<file path="src/logic/pwr_ctrl_defs.svh">
// constants for the dual radio power enable control block
`ifndef PWR_CTRL_DEFS_SVH
`define PWR_CTRL_DEFS_SVH

// ----------------------------------------
// reference frequency, in kHz
// ----------------------------------------
`define REF_FREQ_DEFAULT_KHZ 20'h09218
`define REF_FREQ_W 20

// ----------------------------------------
// timing
// ----------------------------------------
`define CORE_CLK_PERIOD_NS 40
`define SYNC_STAGES 2

`endif

</file>
<file path="src/logic/pwr_ctrl_pkg.sv">
// types for the dual radio power enable control block
package pwr_ctrl_pkg;
	typedef enum logic [1:0] {
		SEC_OFF   = 2'b00,
		SEC_WAIT  = 2'b01,
		SEC_RUN   = 2'b10
	} sec_state_t;
endpackage

</file>
<file path="src/logic/enable_sync.sv">
// two-stage synchroniser for one enable pin
`timescale 1ns/1ps
`default_nettype none
module enable_sync (
	input  wire logic core_clk_i,
	input  wire logic rst_i,
	input  wire logic async_i,
	output logic      sync_o
);
	logic meta_r;
	logic meta_nxt;
	logic sync_r;
	logic sync_nxt;

	always_comb begin
		meta_nxt = async_i;
		sync_nxt = meta_r;
	end

	always_ff @(posedge core_clk_i or posedge rst_i) begin
		if (rst_i) begin
			meta_r <= 1'b0;
			sync_r <= 1'b0;
		end else begin
			meta_r <= meta_nxt;
			sync_r <= sync_nxt;
		end
	end

	assign sync_o = sync_r;
endmodule
`default_nettype wire

</file>
<file path="src/logic/dual_radio_power_enable_control.sv">
// power enable, section reset and shutdown control for the dual radio device
`timescale 1ns/1ps
`default_nettype none
`include "pwr_ctrl_defs.svh"
module dual_radio_power_enable_control (
	input  wire logic                   core_clk_i,
	input  wire logic                   rst_i,
	input  wire logic                   wlan_power_enable_pin_i,
	input  wire logic                   bt_power_enable_pin_i,
	input  wire logic                   regulators_ready_i,
	input  wire logic                   pulldown_disable_i,
	input  wire logic                   ref_freq_wr_i,
	input  wire logic [`REF_FREQ_W-1:0] ref_freq_khz_i,
	input  wire logic                   io_out_en_req_i,
	input  wire logic                   io_in_en_req_i,
	output logic                        regulators_enable_o,
	output logic                        wlan_reset_o,
	output logic                        bt_reset_o,
	output logic                        wlan_pulldown_en_o,
	output logic                        bt_pulldown_en_o,
	output logic                        shutdown_o,
	output logic                        io_out_en_o,
	output logic                        io_in_en_o,
	output logic [`REF_FREQ_W-1:0]      ref_freq_khz_o
);
	// ----------------------------------------
	// pin synchronisers
	// ----------------------------------------
	logic wl_en;
	logic bt_en;

	enable_sync u_wl_sync (
		.core_clk_i (core_clk_i),
		.rst_i      (rst_i),
		.async_i    (wlan_power_enable_pin_i),
		.sync_o     (wl_en)
	);
	enable_sync u_bt_sync (
		.core_clk_i (core_clk_i),
		.rst_i      (rst_i),
		.async_i    (bt_power_enable_pin_i),
		.sync_o     (bt_en)
	);

	// ----------------------------------------
	// state
	// ----------------------------------------
	pwr_ctrl_pkg::sec_state_t wl_st_r;
	pwr_ctrl_pkg::sec_state_t wl_st_nxt;
	pwr_ctrl_pkg::sec_state_t bt_st_r;
	pwr_ctrl_pkg::sec_state_t bt_st_nxt;
	logic                     reg_en_r;
	logic                     reg_en_nxt;
	logic                     wl_rst_r;
	logic                     wl_rst_nxt;
	logic                     bt_rst_r;
	logic                     bt_rst_nxt;
	logic                     pd_r;
	logic                     pd_nxt;
	logic                     shut_r;
	logic                     shut_nxt;
	logic                     oen_r;
	logic                     oen_nxt;
	logic                     ien_r;
	logic                     ien_nxt;
	logic [`REF_FREQ_W-1:0]   ref_r;
	logic [`REF_FREQ_W-1:0]   ref_nxt;

	always_comb begin
		reg_en_nxt = wl_en | bt_en;
		shut_nxt   = ~(wl_en | bt_en);
		oen_nxt    = (wl_en | bt_en) & io_out_en_req_i;
		ien_nxt    = (wl_en | bt_en) & io_in_en_req_i;
		// pull-downs on from reset until disabled
		pd_nxt     = pd_r & ~pulldown_disable_i;
		// no crystal versus oscillator selection exists
		ref_nxt    = ref_freq_wr_i ? ref_freq_khz_i : ref_r;
		if (shut_r) begin
			pd_nxt  = 1'b1;
			ref_nxt = `REF_FREQ_DEFAULT_KHZ;
		end
		wl_st_nxt = wl_st_r;
		unique case (wl_st_r)
			pwr_ctrl_pkg::SEC_OFF: begin
				if (wl_en) begin
					wl_st_nxt = pwr_ctrl_pkg::SEC_WAIT;
				end
			end
			pwr_ctrl_pkg::SEC_WAIT: begin
				if (!wl_en) begin
					wl_st_nxt = pwr_ctrl_pkg::SEC_OFF;
				end else if (regulators_ready_i && reg_en_r) begin
					wl_st_nxt = pwr_ctrl_pkg::SEC_RUN;
				end
			end
			pwr_ctrl_pkg::SEC_RUN: begin
				if (!wl_en) begin
					wl_st_nxt = pwr_ctrl_pkg::SEC_OFF;
				end
			end
			default: wl_st_nxt = pwr_ctrl_pkg::SEC_OFF;
		endcase
		bt_st_nxt = bt_st_r;
		unique case (bt_st_r)
			pwr_ctrl_pkg::SEC_OFF: begin
				if (bt_en) begin
					bt_st_nxt = pwr_ctrl_pkg::SEC_WAIT;
				end
			end
			pwr_ctrl_pkg::SEC_WAIT: begin
				if (!bt_en) begin
					bt_st_nxt = pwr_ctrl_pkg::SEC_OFF;
				end else if (regulators_ready_i && reg_en_r) begin
					bt_st_nxt = pwr_ctrl_pkg::SEC_RUN;
				end
			end
			pwr_ctrl_pkg::SEC_RUN: begin
				if (!bt_en) begin
					bt_st_nxt = pwr_ctrl_pkg::SEC_OFF;
				end
			end
			default: bt_st_nxt = pwr_ctrl_pkg::SEC_OFF;
		endcase
		wl_rst_nxt = (wl_st_nxt != pwr_ctrl_pkg::SEC_RUN);
		bt_rst_nxt = (bt_st_nxt != pwr_ctrl_pkg::SEC_RUN);
	end

	always_ff @(posedge core_clk_i or posedge rst_i) begin
		if (rst_i) begin
			wl_st_r  <= pwr_ctrl_pkg::SEC_OFF;
			bt_st_r  <= pwr_ctrl_pkg::SEC_OFF;
			reg_en_r <= 1'b0;
			wl_rst_r <= 1'b1;
			bt_rst_r <= 1'b1;
			pd_r     <= 1'b1;
			shut_r   <= 1'b1;
			oen_r    <= 1'b0;
			ien_r    <= 1'b0;
			ref_r    <= `REF_FREQ_DEFAULT_KHZ;
		end else begin
			wl_st_r  <= wl_st_nxt;
			bt_st_r  <= bt_st_nxt;
			reg_en_r <= reg_en_nxt;
			wl_rst_r <= wl_rst_nxt;
			bt_rst_r <= bt_rst_nxt;
			pd_r     <= pd_nxt;
			shut_r   <= shut_nxt;
			oen_r    <= oen_nxt;
			ien_r    <= ien_nxt;
			ref_r    <= ref_nxt;
		end
	end

	assign regulators_enable_o = reg_en_r;
	assign wlan_reset_o        = wl_rst_r;
	assign bt_reset_o          = bt_rst_r;
	assign wlan_pulldown_en_o  = pd_r;
	assign bt_pulldown_en_o    = pd_r;
	assign shutdown_o          = shut_r;
	assign io_out_en_o         = oen_r;
	assign io_in_en_o          = ien_r;
	assign ref_freq_khz_o      = ref_r;
endmodule
`default_nettype wire

</file>
<file path="config.mk">
export PLATFORM = sky130hd
export DESIGN_NAME = dual_radio_power_enable_control
export DESIGN_NICKNAME = d
export VERILOG_FILES = /design/src/logic/pwr_ctrl_pkg.sv /design/src/logic/enable_sync.sv /design/src/logic/dual_radio_power_enable_control.sv
export VERILOG_INCLUDE_DIRS = /design/src /design/src/logic
export SDC_FILE = /design/constraint.sdc
export NUM_CORES = 1
export LEC_CHECK = 0
export ABC_CLOCK_PERIOD_IN_PS = 1450
export BUFFER_PORTS_ARGS = -buffer_cell sky130_fd_sc_hd__buf_4
export CORE_MARGIN = 10
export CORE_UTILIZATION = 43
export CTS_CLUSTER_DIAMETER = 80
export CTS_CLUSTER_SIZE = 30
export DETAILED_ROUTE_END_ITERATION = 10
export PLACE_DENSITY = 0.73
export SLEW_MARGIN = 40
export SYNTH_ARGS = -nofsm -noshare
export SYNTH_HDL_FRONTEND = slang
export SYNTH_SLANG_ARGS = --single-unit
</file>
<file path="constraint.sdc">
create_clock -name core_clk_i -period 1.45 [get_ports core_clk_i]
set_clock_uncertainty 0.1 [all_clocks]
set_input_delay 0.0725 -clock core_clk_i [delete_from_list [all_inputs] [get_ports core_clk_i]]
set_output_delay 0.0725 -clock core_clk_i [all_outputs]
set_load 0.1 [all_outputs]
</file>
==> qor.yml <==
relSlewSlack_pct: 72.73
largest_register_ffs: 20
areaGrowthSynthToFinish_pct: 56.77
fin_tns_setup_ps: 0
ir_worst_vdd_mv: 0.5891
hpwl_um: 2332
grt_pass1_vias: 1139
drive_gt1_share_pct: 39.57
clock_latency_ps: 330
die_area_mm2: 0.005777
final_max_slew_viol_count: 0
post-route-util_pct: 69.83
ys_types: 18
drtAntennaViolNets: 0
dieHeight_um: 76.01
power.density_mw_per_mm2: 1169
drv_cap: 0
synthCells: 100
setup_slack_ps: 63.17
core_area_mm2: 0.003028
postPlaceCellArea_mm2: 0.001782
placedCellCount: 196
grt_overflow: 0
postSynthAreaPerCell_um2: 13.49
cts.sinks: 35
synth-seq-cells: 35
rsz0062_at_grt: "false"
num_rows: 20
mostFrequentLayoutCell: "buf_4"
final_cells: 231
cp-end-kind: "output port"
syn_area_mm2: 0.001349
crit_fanout: 11
gp_congestion: 0.6960
synth_nets: 129
place_ws_ps: 295.8
cp_slowest_cell: "dfstp_4"
io_pins: 57
cts-root-buf: "clkbuf_4"
min_period_ps: 1387
fin_crit_sh_pct: 95.64
hp-class: "in2reg"
p_leak_uw: 0.001069
final-setup-viol-count: 0
viasPerCell: 4.506
worstMarginPinSlew_ps: 409.1
path_buf_inv: 1
n_antenna_cell: 0
port_buffers: 56
drc_errors: 0
final_cell_mix: "buf_4 (57), dlygate4sd3_1 (27), dfrtp_1 (25), nor2_1 (16), mux2i_1 (15)"
crit_family: "flip-flops"
dr.pass1.iters: 4
required_ps: 1280
wl_um: 3448
cts_buffer_depth: 2
status: "finished, final reports clean"
final_nets: 215
crit_type: "reg2out"
crit_path_cell_trace: "buf_12"
track_usage_pct: 12.27
drt_iter0_markers: 122
path_clk_slew_ps: 100
via_count: 1041
slowest_delay_ps: 700
start_util_pct: 44.55
grt_max_degree: 36
finalInstanceArea_mm2: 0.002115
cts_tree: "done"
ys.warnings.count: 0
cp-start-kind: "register"
cts_buffers: 5
antenna_found_initial: 0
finalHoldViolCount: 0
synth-seq-area-share_pct: 65.77
grt_first_pass_wirelength_um: 5727
ctsHtreeMaxLevel: 2
fp.dieW_um: 76.01
max_freq_mhz: 721.1
arrival_ps: 1210
wire_per_inst_um: 14.93
per-layer routing:
layer,global-route usage [%],wire length [um],vias to the layer above
li1,-,-,504
met1,13.57,1369,493
met2,20.32,1813,39
met3,4.599,218,5
met4,5.682,46,0
met5,0,0,-
stage by stage:
step                power, uW  hold WS [ps]
finish                   2471         138.5
global route             2576         158.9
CTS                      2496         121.0
detailed placement       1957         82.89
global placement         1947         81.72
floorplan                1762         3.930
cell type report:
cell class	count	area, um2
Multi-Input combinational cell	54	380.4
Tap cell	44	55.05
Sequential cell	35	892.1
Fill cell	219	913.4
Clock buffer	7	45.04
Timing Repair Buffer	85	718.2
Inverter	5	18.77
Clock inverter	1	5.005
where the power goes:
group / switching [uW] / internal (uW) / leakage, uW
logic: 636 / 244 / 0.000622
registers: 51.1 / 1070 / 0.000418
clock network: 282 / 189 / 0.0000293
total: 968 / 1500 / 0.00107
synthesized netlist by cell type:
master    number  area (um2)
buf_12         1       20.02
o21a_1         2       15.01
buf_4          1       7.510
buf_8          1       15.01
inv_1          5       18.77
nor2b_1        9       56.30
o21ai_0        2       10.01
dfstp_2        9       236.5
and4b_1        2       20.02
nor2_1        16       60.06
dfrtp_1       26       650.6
clkbuf_1       1       3.750
a21o_1         1       7.510
a211o_1        5       43.79
mux2i_1       15       150.1
a311oi_1       2       17.52
buf_6          1       11.26
buf_2          1       5.000
kinds of logic after synthesis:
family / after synthesis / share of synthesized area [%]
AND/OR/NAND/NOR: 27 / 10.11
buffers and inverters: 11 / 6.029
multiplexers: 15 / 11.13
flip-flops: 35 / 65.77
AO/OA/AOI/OAI: 12 / 6.957
worst paths after layout:
path	slack, ps	end	start	cells after the start
worst max-delay path	60	shutdown_o	shutdown_o	1
worst min-delay path	140	ref_freq_khz_o[10]	ref_freq_wr_i	3
worst max register to register	280	ref_freq_khz_o[0]	shutdown_o	2
worst min register to register	260	u_wl_sync.sync_o	u_wl_sync.meta_r	0
max in group asynchronous	620	shutdown_o	rst_i	4
min in group asynchronous	290	ref_freq_khz_o[10]	rst_i	4
repair_timing:
item                                    in CTS  in global routing
hold buffers                                27                  0
resized for setup                            2                  1
setup buffers                                0                  0
endpoints found under the hold margin       53                  0
endpoints found under the setup margin       1                  1
No activity file was read; power rests on OpenSTA's default activity.
